[src/hdl/barwc_defs.svh]
// offsets, field positions, codes and length figures of the co-processor pair
`ifndef BARWC_DEFS_SVH
`define BARWC_DEFS_SVH
// ----------------------------------------------------------------
// register map (byte addresses)
// ----------------------------------------------------------------
`define BARWC_CTRL_OFS 8'h00
`define BARWC_STAT_OFS 8'h04
`define BARWC_CTRL_HALT_BIT 0
// ----------------------------------------------------------------
// command codes
// ----------------------------------------------------------------
`define BARWC_CMD_RAW 8'h01
`define BARWC_CMD_SOLID 8'h02
`define BARWC_CMD_ROPC 8'h03
`define BARWC_CMD_ROPS 8'h04
// ----------------------------------------------------------------
// lengths in bytes, last header word indexes and the width limit in pixels
// ----------------------------------------------------------------
`define BARWC_LEN_SOLID 32'h0000_0014
`define BARWC_LEN_ROPC 32'h0000_001C
`define BARWC_LEN_RAW_MIN 32'h0000_0014
`define BARWC_LEN_ROPS_MIN 32'h0000_001C
`define BARWC_DW_MIN_LEN 32'h0000_0005
`define BARWC_DW_ADDR_BYTES 32'h0000_0004
`define BARWC_HDR_LAST_SOLID 3'h4
`define BARWC_HDR_LAST_RAW 3'h3
`define BARWC_HDR_LAST_ROPC 3'h6
`define BARWC_HDR_LAST_ROPS 3'h5
`define BARWC_MAX_WIDTH 12'h800
// ----------------------------------------------------------------
// error kinds
// ----------------------------------------------------------------
`define BARWC_ERR_NONE 4'h0
`define BARWC_ERR_LEN 4'h1
`define BARWC_ERR_SHORT 4'h2
`define BARWC_ERR_LONG 4'h3
`define BARWC_ERR_MODE 4'h4
`define BARWC_ERR_SIZE 4'h5
`define BARWC_ERR_DEST 4'h6
`define BARWC_ERR_SRC 4'h7
`define BARWC_ERR_BUS 4'h8
`endif

[src/hdl/barwc_pkg.sv]
// types shared by the co-processor pair
package barwc_pkg;
   typedef enum logic [2:0] {
      ST_IDLE = 3'b000, ST_HDR = 3'b001, ST_CHECK = 3'b010,
      ST_DRAW = 3'b011, ST_DADDR = 3'b100, ST_DDATA = 3'b101,
      ST_RESULT = 3'b110
   } barwc_state_t;
   typedef enum logic [1:0] {
      CM_8 = 2'b00, CM_16 = 2'b01, CM_24 = 2'b10, CM_16UP = 2'b11
   } barwc_cmode_t;
   typedef enum logic [1:0] {
      SRC_CONST = 2'b00, SRC_STREAM = 2'b01,
      SRC_FRM_CONST = 2'b10, SRC_FRM_STREAM = 2'b11
   } barwc_src_t;
   typedef struct packed {
      barwc_state_t st;
      logic halt;
      logic ack;
      logic [31:0] rdat;
      logic [7:0] cmd;
      logic [7:0][31:0] hdr;
      logic [2:0] wi;
      logic [31:0] rem;
      logic [11:0] col;
      logic [11:0] row;
      logic [23:0] acc;
      logic [1:0] nb;
      logic [31:0] w;
      logic [1:0] bp;
      logic have;
      logic rdy;
      logic [28:0] qaddr;
      logic [2:0] off;
      logic [31:0] total;
      logic [31:0] pos;
      logic lane;
      logic first;
      logic fbv;
      logic [63:0] fb_data;
      logic [7:0] fb_be;
      logic [28:0] fb_addr;
      logic pxv;
      logic [11:0] px_x;
      logic [11:0] px_y;
      logic [11:0] px_sx;
      logic [11:0] px_sy;
      logic [23:0] px_color;
      logic [4:0] px_rop;
      barwc_src_t px_src;
      barwc_cmode_t px_mode;
      logic [24:0] px_base;
      logic [24:0] px_sbase;
      logic [15:0] rb16;
      logic res_v;
      logic res_err;
      logic [3:0] kind;
      logic [15:0] wcount;
   } barwc_regs_t;
endpackage

[src/hdl/barwc_top.sv]
// direct frame-buffer write engine and block-transfer command engine
`timescale 1ns/100ps
`include "barwc_defs.svh"
module barwc_top (
   input logic ref_clk,
   input logic rst,
   input logic wb_cyc_i,
   input logic wb_stb_i,
   input logic wb_we_i,
   input logic [7:0] wb_adr_i,
   input logic [3:0] wb_sel_i,
   input logic [31:0] wb_dat_i,
   output logic [31:0] wb_dat_o,
   output logic wb_ack_o,
   input logic sel_dram,
   input logic sel_blt,
   input logic [7:0] cmd_code,
   input logic [31:0] cmd_len,
   input logic pl_valid,
   input logic [31:0] pl_data,
   output logic pl_ready,
   output logic res_valid,
   output logic res_err,
   output logic [3:0] engine_error_kind,
   output logic fb_valid,
   output logic [28:0] fb_qaddr,
   output logic [63:0] fb_data,
   output logic [7:0] fb_be,
   input logic fb_ready,
   input logic fb_err,
   output logic px_valid,
   input logic px_ready,
   output logic [11:0] px_x,
   output logic [11:0] px_y,
   output logic [11:0] px_sx,
   output logic [11:0] px_sy,
   output logic [23:0] px_color,
   output logic [4:0] px_rop,
   output barwc_pkg::barwc_src_t px_src,
   output barwc_pkg::barwc_cmode_t px_mode,
   output logic [24:0] px_base,
   output logic [24:0] px_sbase,
   input logic [23:0] rb_pix,
   output logic [15:0] rb_pix16
);
   import barwc_pkg::*;

   barwc_regs_t s, n;
   logic take, err_set, stream, rop, fin_ok;
   logic [3:0] err_code;
   logic [11:0] c_x, c_y, c_w, c_h, c_hres, c_vres, c_sx, c_sy;
   logic [1:0] bppv;
   logic [31:0] cconst;
   logic [3:0] be4;

   // ----------------------------------------------------------------
   // helpers
   // ----------------------------------------------------------------
   function automatic logic [23:0] widen565(input logic [15:0] c);
      return {c[15:11], 3'b000, c[10:5], 2'b00, c[4:0], 3'b000};
   endfunction

   function automatic logic [15:0] strip888(input logic [23:0] c);
      return {c[23:19], c[15:10], c[7:3]};
   endfunction

   function automatic logic [23:0] colour(input logic [1:0] m,
                                          input logic [31:0] c);
      case (m)
         CM_24: return c[23:0];
         CM_16: return {8'h00, c[15:0]};
         CM_16UP: return widen565(c[15:0]);
         default: return {16'h0000, c[7:0]};
      endcase
   endfunction

   function automatic logic [1:0] bytes_pp(input logic [1:0] m);
      if (m == CM_24) begin
         return 2'd3;
      end else if (m == CM_8) begin
         return 2'd1;
      end
      return 2'd2;
   endfunction

   function automatic logic [31:0] sub4(input logic [31:0] v);
      return (v >= 32'h0000_0004) ? v - 32'h0000_0004 : 32'h0000_0000;
   endfunction

   // ----------------------------------------------------------------
   // command fields
   // ----------------------------------------------------------------
   // only the defined bit ranges are looked at
   // unused bits ignored
   assign c_x = s.hdr[0][11:0];
   assign c_y = s.hdr[0][27:16];
   assign c_w = s.hdr[1][11:0];
   assign c_h = s.hdr[1][27:16];
   assign c_hres = s.hdr[3][11:0];
   assign c_vres = s.hdr[3][27:16];
   assign c_sx = s.hdr[4][11:0];
   assign c_sy = s.hdr[4][27:16];
   assign bppv = bytes_pp(s.hdr[3][15:14]);
   assign stream = (s.cmd == `BARWC_CMD_RAW) || (s.cmd == `BARWC_CMD_ROPS);
   assign rop = (s.cmd == `BARWC_CMD_ROPC) || (s.cmd == `BARWC_CMD_ROPS);
   assign cconst = (s.cmd == `BARWC_CMD_ROPC) ? s.hdr[6] : s.hdr[4];
   assign be4 = {
      (s.pos + 32'd3 >= {29'd0, s.off}) && (s.pos + 32'd3 < s.total),
      (s.pos + 32'd2 >= {29'd0, s.off}) && (s.pos + 32'd2 < s.total),
      (s.pos + 32'd1 >= {29'd0, s.off}) && (s.pos + 32'd1 < s.total),
      (s.pos >= {29'd0, s.off}) && (s.pos < s.total)};

   // ----------------------------------------------------------------
   // next state
   // ----------------------------------------------------------------
   always_comb begin
      n = s;
      take = s.rdy && pl_valid;
      err_set = 1'b0;
      err_code = `BARWC_ERR_NONE;
      fin_ok = 1'b0;
      // bus slave: one wait state, unmapped reads give zero
      n.ack = wb_cyc_i && wb_stb_i && !s.ack;
      if (wb_cyc_i && wb_stb_i && !s.ack) begin
         if (wb_adr_i == `BARWC_CTRL_OFS) begin
            n.rdat = {31'h0000_0000, s.halt};
         end else if (wb_adr_i == `BARWC_STAT_OFS) begin
            n.rdat = {s.wcount, 5'h00, s.st, 2'b00, s.res_err, s.res_v,
                      s.kind};
         end else begin
            n.rdat = 32'h0000_0000;
         end
      end
      if (s.ack && wb_cyc_i && wb_stb_i && wb_we_i && wb_sel_i[0] &&
          wb_adr_i == `BARWC_CTRL_OFS) begin
         n.halt = wb_dat_i[`BARWC_CTRL_HALT_BIT];
      end
      if (s.fbv && fb_ready) begin
         n.fbv = 1'b0;
      end
      if (s.pxv && px_ready) begin
         n.pxv = 1'b0;
      end
      n.rb16 = strip888(rb_pix);
      case (s.st)
         ST_IDLE: begin
            n.res_v = 1'b0;
            n.res_err = 1'b0;
            n.first = 1'b1;
            n.lane = 1'b0;
            n.have = 1'b0;
            n.nb = 2'd0;
            n.col = 12'h000;
            n.row = 12'h000;
            n.wi = 3'd0;
            n.cmd = cmd_code;
            n.rem = cmd_len;
            if (!s.halt && sel_dram) begin
               n.kind = `BARWC_ERR_NONE;
               n.st = ST_DADDR;
            end else if (!s.halt && sel_blt) begin
               n.kind = `BARWC_ERR_NONE;
               if (cmd_code == `BARWC_CMD_SOLID) begin
                  err_set = cmd_len != `BARWC_LEN_SOLID;
               end else if (cmd_code == `BARWC_CMD_ROPC) begin
                  err_set = cmd_len != `BARWC_LEN_ROPC;
               end else if (cmd_code == `BARWC_CMD_RAW) begin
                  err_set = cmd_len < `BARWC_LEN_RAW_MIN;
               end else if (cmd_code == `BARWC_CMD_ROPS) begin
                  err_set = cmd_len < `BARWC_LEN_ROPS_MIN;
               end
               err_code = `BARWC_ERR_LEN;
               if (cmd_code < `BARWC_CMD_RAW || cmd_code > `BARWC_CMD_ROPS)
               begin
                  err_set = 1'b1;
                  err_code = `BARWC_ERR_MODE;
               end
               if (!err_set) begin
                  n.st = ST_HDR;
               end
            end
         end
         ST_HDR: begin
            if (take) begin
               n.hdr[s.wi] = pl_data;
               n.rem = sub4(s.rem);
               n.wi = s.wi + 3'd1;
               if ((s.cmd == `BARWC_CMD_SOLID &&
                    s.wi == `BARWC_HDR_LAST_SOLID) ||
                   (s.cmd == `BARWC_CMD_RAW && s.wi == `BARWC_HDR_LAST_RAW) ||
                   (s.cmd == `BARWC_CMD_ROPC && s.wi == `BARWC_HDR_LAST_ROPC)
                   || (s.cmd == `BARWC_CMD_ROPS &&
                       s.wi == `BARWC_HDR_LAST_ROPS)) begin
                  n.st = ST_CHECK;
               end
            end
         end
         ST_CHECK: begin
            if (c_w == 12'h000 || c_h == 12'h000 ||
                (rop && c_w > `BARWC_MAX_WIDTH)) begin
               err_set = 1'b1;
               err_code = `BARWC_ERR_SIZE;
            end else if ({1'b0, c_x} + {1'b0, c_w} > {1'b0, c_hres} ||
                         {1'b0, c_y} + {1'b0, c_h} > {1'b0, c_vres}) begin
               err_set = 1'b1;
               err_code = `BARWC_ERR_DEST;
            end else if (rop && ({1'b0, c_sx} + {1'b0, c_w} >
                                 {1'b0, c_hres} ||
                                 {1'b0, c_sy} + {1'b0, c_h} >
                                 {1'b0, c_vres})) begin
               err_set = 1'b1;
               err_code = `BARWC_ERR_SRC;
            end else begin
               n.st = ST_DRAW;
            end
            case (s.cmd)
               `BARWC_CMD_SOLID: begin
                  n.px_src = SRC_CONST;
                  n.px_rop = 5'h00;
               end
               `BARWC_CMD_RAW: begin
                  n.px_src = SRC_STREAM;
                  n.px_rop = {1'b0, s.hdr[1][15:12]};
               end
               `BARWC_CMD_ROPC: begin
                  n.px_src = SRC_FRM_CONST;
                  n.px_rop = {1'b0, s.hdr[1][15:12]};
               end
               default: begin
                  n.px_src = SRC_FRM_STREAM;
                  n.px_rop = {s.hdr[1][28], s.hdr[1][15:12]};
               end
            endcase
            n.px_mode = barwc_cmode_t'(s.hdr[3][15:14]);
            n.px_base = s.hdr[2][31:7];
            n.px_sbase = rop ? s.hdr[5][31:7] : 25'h000_0000;
         end
         ST_DRAW: begin
            if (fb_err) begin
               err_set = 1'b1;
               err_code = `BARWC_ERR_BUS;
            end else if (stream && s.nb != bppv) begin
               if (s.have) begin
                  n.acc = {s.acc[15:0], s.w[{s.bp, 3'b000} +: 8]};
                  n.nb = s.nb + 2'd1;
                  n.bp = s.bp + 2'd1;
                  n.have = s.bp != 2'd3;
               end else if (take) begin
                  n.w = pl_data;
                  n.have = 1'b1;
                  n.bp = 2'd0;
                  n.rem = sub4(s.rem);
               end else if (s.rem == 32'h0000_0000) begin
                  err_set = 1'b1;
                  err_code = `BARWC_ERR_SHORT;
               end
            end else if (!s.pxv || px_ready) begin
               n.pxv = 1'b1;
               n.nb = 2'd0;
               n.px_x = c_x + s.col;
               n.px_sx = c_sx + s.col;
               n.px_sy = c_sy + s.row;
               n.px_y = (s.cmd == `BARWC_CMD_RAW && s.hdr[1][31]) ?
                        c_y + c_h - 12'h001 - s.row : c_y + s.row;
               n.px_color = colour(s.hdr[3][15:14],
                                   stream ? {8'h00, s.acc} : cconst);
               if (s.col == c_w - 12'h001) begin
                  n.col = 12'h000;
                  n.have = 1'b0;
                  n.row = s.row + 12'h001;
                  if (s.row == c_h - 12'h001) begin
                     if (stream && s.rem != 32'h0000_0000) begin
                        err_set = 1'b1;
                        err_code = `BARWC_ERR_LONG;
                     end else begin
                        fin_ok = 1'b1;
                     end
                  end
               end else begin
                  n.col = s.col + 12'h001;
               end
            end
         end
         ST_DADDR: begin
            if (take) begin
               n.off = pl_data[2:0];
               n.qaddr = pl_data[31:3];
               n.total = s.rem - `BARWC_DW_ADDR_BYTES;
               n.pos = 32'h0000_0000;
               n.rem = sub4(s.rem);
               if (s.rem < `BARWC_DW_MIN_LEN + {29'd0, pl_data[2:0]}) begin
                  err_set = 1'b1;
                  err_code = `BARWC_ERR_LEN;
               end else begin
                  n.st = ST_DDATA;
               end
            end
         end
         ST_DDATA: begin
            if (fb_err) begin
               err_set = 1'b1;
               err_code = `BARWC_ERR_BUS;
            end else if (s.fbv && fb_ready) begin
               n.qaddr = s.qaddr + 29'd1;
               n.first = 1'b0;
               n.wcount = s.wcount + 16'h0001;
               fin_ok = s.rem == 32'h0000_0000;
            end else if (take) begin
               if (!s.lane) begin
                  n.fb_data[31:0] = pl_data;
                  n.fb_be = {4'h0, be4};
               end else begin
                  n.fb_data[63:32] = pl_data;
                  n.fb_be[7:4] = be4;
               end
               n.pos = s.pos + 32'h0000_0004;
               n.rem = sub4(s.rem);
               if (s.lane || s.rem <= 32'h0000_0004) begin
                  n.fbv = 1'b1;
                  n.fb_addr = s.qaddr;
                  n.lane = 1'b0;
               end else begin
                  n.lane = 1'b1;
               end
            end
         end
         default: begin
         end
      endcase
      if (err_set) begin
         n.st = ST_RESULT;
         n.res_v = 1'b1;
         n.res_err = 1'b1;
         n.kind = err_code;
         n.fbv = 1'b0;
      end else if (fin_ok) begin
         n.st = ST_RESULT;
         n.res_v = 1'b1;
      end
      if (s.st != ST_IDLE && !sel_blt && !sel_dram) begin
         n.st = ST_IDLE;
         n.fbv = 1'b0;
         n.pxv = 1'b0;
         n.res_v = 1'b0;
         n.res_err = 1'b0;
      end
      n.rdy = n.st == ST_HDR || n.st == ST_DADDR ||
              (n.st == ST_DDATA && !n.fbv && n.rem != 32'h0000_0000) ||
              (n.st == ST_DRAW && stream && !n.have && n.nb != bppv &&
               n.rem != 32'h0000_0000);
   end

   always_ff @(posedge ref_clk or posedge rst) begin
      if (rst) begin
         s <= '0;
      end else begin
         s <= n;
      end
   end

   // ----------------------------------------------------------------
   // outputs
   // ----------------------------------------------------------------
   assign wb_dat_o = s.rdat;
   assign wb_ack_o = s.ack;
   assign pl_ready = s.rdy;
   assign res_valid = s.res_v;
   assign res_err = s.res_err;
   assign engine_error_kind = s.kind;
   assign fb_valid = s.fbv;
   assign fb_qaddr = s.fb_addr;
   assign fb_data = s.fb_data;
   assign fb_be = s.fb_be;
   assign px_valid = s.pxv;
   assign px_x = s.px_x;
   assign px_y = s.px_y;
   assign px_sx = s.px_sx;
   assign px_sy = s.px_sy;
   assign px_color = s.px_color;
   assign px_rop = s.px_rop;
   assign px_src = s.px_src;
   assign px_mode = s.px_mode;
   assign px_base = s.px_base;
   assign px_sbase = s.px_sbase;
   assign rb_pix16 = s.rb16;
endmodule // barwc_top

[config.mk]
export PLATFORM = sky130hd
export DESIGN_NAME = barwc_top
export DESIGN_NICKNAME = d
export VERILOG_FILES = /design/src/hdl/barwc_pkg.sv /design/src/hdl/barwc_top.sv
export VERILOG_INCLUDE_DIRS = /design/src /design/src/hdl
export SDC_FILE = /design/constraint.sdc
export NUM_CORES = 2
export LEC_CHECK = 0
export ABC_CLOCK_PERIOD_IN_PS = 68200
export BUFFER_PORTS_ARGS = -buffer_cell sky130_fd_sc_hd__buf_2
export CELL_PAD_IN_SITES_DETAIL_PLACEMENT = 1
export CELL_PAD_IN_SITES_GLOBAL_PLACEMENT = 2
export CORE_MARGIN = 8
export CORE_UTILIZATION = 40
export CTS_CLUSTER_SIZE = 16
export DETAILED_ROUTE_END_ITERATION = 7
export GPL_ROUTABILITY_DRIVEN = 0
export PLACE_DENSITY = 0.95
export RECOVER_POWER = 100
export SLEW_MARGIN = 20
export SYNTH_ARGS = -nofsm -noshare
export SYNTH_HDL_FRONTEND = slang
export SYNTH_SLANG_ARGS = --single-unit
[constraint.sdc]
create_clock -name ref_clk -period 68.2 [get_ports ref_clk]
set_input_delay 6.82 -clock ref_clk [delete_from_list [all_inputs] [get_ports ref_clk]]
set_output_delay 6.82 -clock ref_clk [all_outputs]
set_load 0.01 [all_outputs]
==> run_results.csv <==
group,metric,value,unit
floorplan,pin_count,441,
drt,drt_pre_antenna_iters,7,
grt,grt_pass1_vias,35670,
timing,min_period,24.93,ns
clock_tree,cts_max_path_buffers,3,
yosys,yosysSeqAreaShare,41.94,%
yosys,netlist_area,0.04224,mm²
floorplan,die_height,341.0,µm
final_layout,utilization,43.52,%
grt,overflow,0,
hold_path,hp-class,"reg2reg",
hold_path,min_to,"px_base[8]",
pwr,ir_drop,20.28,µV
worst_setup_path,cp_data_required_time,66.68,ns
timing,hold_viol_final,0,
timing,slew_viol_final,1464,
pwr,finalPower,1.572,mW
clock_tree,clock_latency,0.69,ns
yosys,syn_area_per_cell,9.739,µm²
yosys,synth_edf_count,0,
placed_design,dpl.hpwl,101.6,mm
drt,routedWlPerCell,24.22,µm
hold_path,hold_depth,2,
clock_tree,cts_sinks,708,
grt,grt_use_total,23.58,%
drt,drt-vias-per-instance,5.652,
yosys,synth_ff_type,"dfrtp_1",
clock_tree,cts_root_buf,"clkbuf_16",
clock_tree,cts_tree,"built",
worst_setup_path,startpoint_type,"input pin",
timing,skew,0.05678,ns
yosys,synthCells,4337,
grt,antenna_found_initial,16,
clock_tree,h-tree-depth,3,
clock_tree,ctsHoldBuffers,0,
drt,drt-total-wl,140.5,mm
clock_tree,cts_buffers,84,
clock_tree,cts_resized,0,
worst_setup_path,crit_slowest_cell,"clkbuf_1",
floorplan,die_area,0.1163,mm²
worst_setup_path,path_cells,"buf_2 > clkinvlp_2 > clkbuf_1 > clkbuf_1",
timing,finalCritPeriodShare,36.56,%
timing,rsz0062_at_grt,"no",
final_layout,layout_commonest_cell,"dfrtp_1",
hold_path,hp-start,"s[570]",
floorplan,die_x,341.0,µm
floorplan,rows,119,
clock_tree,clkSlewWorstSetupHoldPaths,0.06,ns
yosys,synth-async-reset-ratio,100.0,%
timing,worst_pin_slew,9.158,ns
floorplan,core_area,0.1050,mm²
timing,setup_viol_count_final,0,
outcome,violations,"max-capacitance violations, max-slew violations",
pwr,power_density,34.41,mW/mm²
drt,initialDrtViolationCount,1989,
pwr,power.leakage,21.41,nW
worst_setup_path,r2r_cells,8,
drt,vias,32790,
worst_setup_path,rrSetupSlack,60.65,ns
grt,grt_pass1_wl,216.4,mm
worst_setup_path,cpPeakStageDelay,6.99,ns
worst_setup_path,path_class,"in2async",
worst_setup_path,r2r_start,"s[790]",
yosys,ys_types,88,
worst_setup_path,cp.arrival,23.41,ns
yosys,ys_warn_count,0,
worst_setup_path,worstPathMaxFanout,180,
drt,ant_nets,0,
final_layout,fin_nets,4777,
clock_tree,cts_setup_buffers,0,
worst_setup_path,endpoint_kind,"asynchronous set/reset pin",
worst_setup_path,r2r_end,"px_y[0]",
final_layout,drive_gt1_share,13.89,%
placed_design,portBuffers,391,
final_layout,final_cell_mix,"dfrtp_1, nand2_1, clkbuf_1, mux2_2, o21ai_0",
grt,grt_max_degree,181,
timing,fin_setup_tns,0,ns
run,max-cap-violations,26,
timing,maxSlewHeadroom,-510.5,%
drt,drc_errors,0,
worst_setup_path,crit_path_frequent_cell,"clkbuf_1",
outcome,outcome,"finished, violations left",
yosys,ys_seq_elements,708,
floorplan,start_util,40.24,%
final_layout,areaGrowthSynthToFinish,8.152,%
timing,max_freq,40.11,MHz
Yosys cell counts (all sizes together), types with 56 or more instances:
library cell  instances  area (µm²)
nand3                91       455.4
nand2               417        1565
xor2                 58       508.0
dfrtp               708       17720
mux2                325        3660
nor3                 80       405.4
ha                  269        3366
o21ai               298        1491
xnor2               128        1121
nand4                59       369.1
clkbuf              223       840.8
nor2                258       968.4
a21oi               223        1116
inv                 212       795.8
a21o                 56       420.4
buf                 309        2240
registers in the layout, summed over array words and instances, names as in the netlist, 16 cells and up:
name and flops:
px_color 24, fb_data 64, px_base 25, px_sbase 25
s 329, rb_pix16 16, fb_qaddr 29, wb_dat_o 25
layer usage:
metal  up-vias  global-route usage (%)  share of wire (%)
met3       327                   5.486                5.9
met5         -                       0             0.0093
met1     16660                   28.47                 41
met4         2                   12.02                5.4
met2       886                   39.29                 48
li1      14910                       -                  -
how the worst max path moves through the flow:
stage | startpoint | end | depth (start not counted)
after floorplan | rst | c_h[0] | 1
after global placement | fb_err | pl_ready | 12
after detailed placement | fb_err | pl_ready | 12
after CTS | fb_err | pl_ready | 12
after global routing | rst | px_sbase[15] | 4
final | rst | s[672] | 4
worst max-delay path: cells and delay by family:
| kind | cells | cell delay (ns) |
|---|---|---|
| buffers and inverters | 4 | 16.22 |
layout make-up:
| cell class | count | area [µm²] |
|---|---|---|
| multi-input cells | 2889 | 20680 |
| repair buffers | 440 | 1841 |
| inverters | 214 | 804.5 |
| clock buffers | 119 | 2424 |
| flip-flops and latches | 708 | 17720 |
| fillers | 12010 | 59290 |
| clock inverters | 29 | 444.2 |
| diodes | 11 | 27.53 |
| well taps | 1391 | 1740 |
power by group:
part	switching, mW	internal [mW]
combinational	0.348	0.200
clock	0.195	0.276
sequential	0.0727	0.481
cells by family after synthesis:
| family | Yosys count | synth area share, % |
|---|---|---|
| and+or+nand+nor | 1139 | 12.81 |
| AOI/OAI and AO/OA | 894 | 13.21 |
| buffers and inverters | 746 | 9.195 |
| DFF | 708 | 41.94 |
| muxes | 374 | 10.06 |
| adders and majority gates | 289 | 8.916 |
| xor gates and xnor gates | 186 | 3.857 |
| other | 1 | 0.008878 |
through the flow:
step | worst slack [ns] | std cells | hold WS (ns) | cell area, µm²
floorplan | 41.52 | 4343 | 0.4348 | 42260
global placement | 57.51 | 5642 | 0.4451 | 43380
detailed placement | 57.53 | 5642 | 0.4528 | 43380
CTS | 58.16 | 5790 | 0.4717 | 46250
global route | 39.51 | 5797 | 0.4893 | 45670
finish | 43.27 | 5801 | 0.4699 | 45680
(Power assumes the default switching activity.)
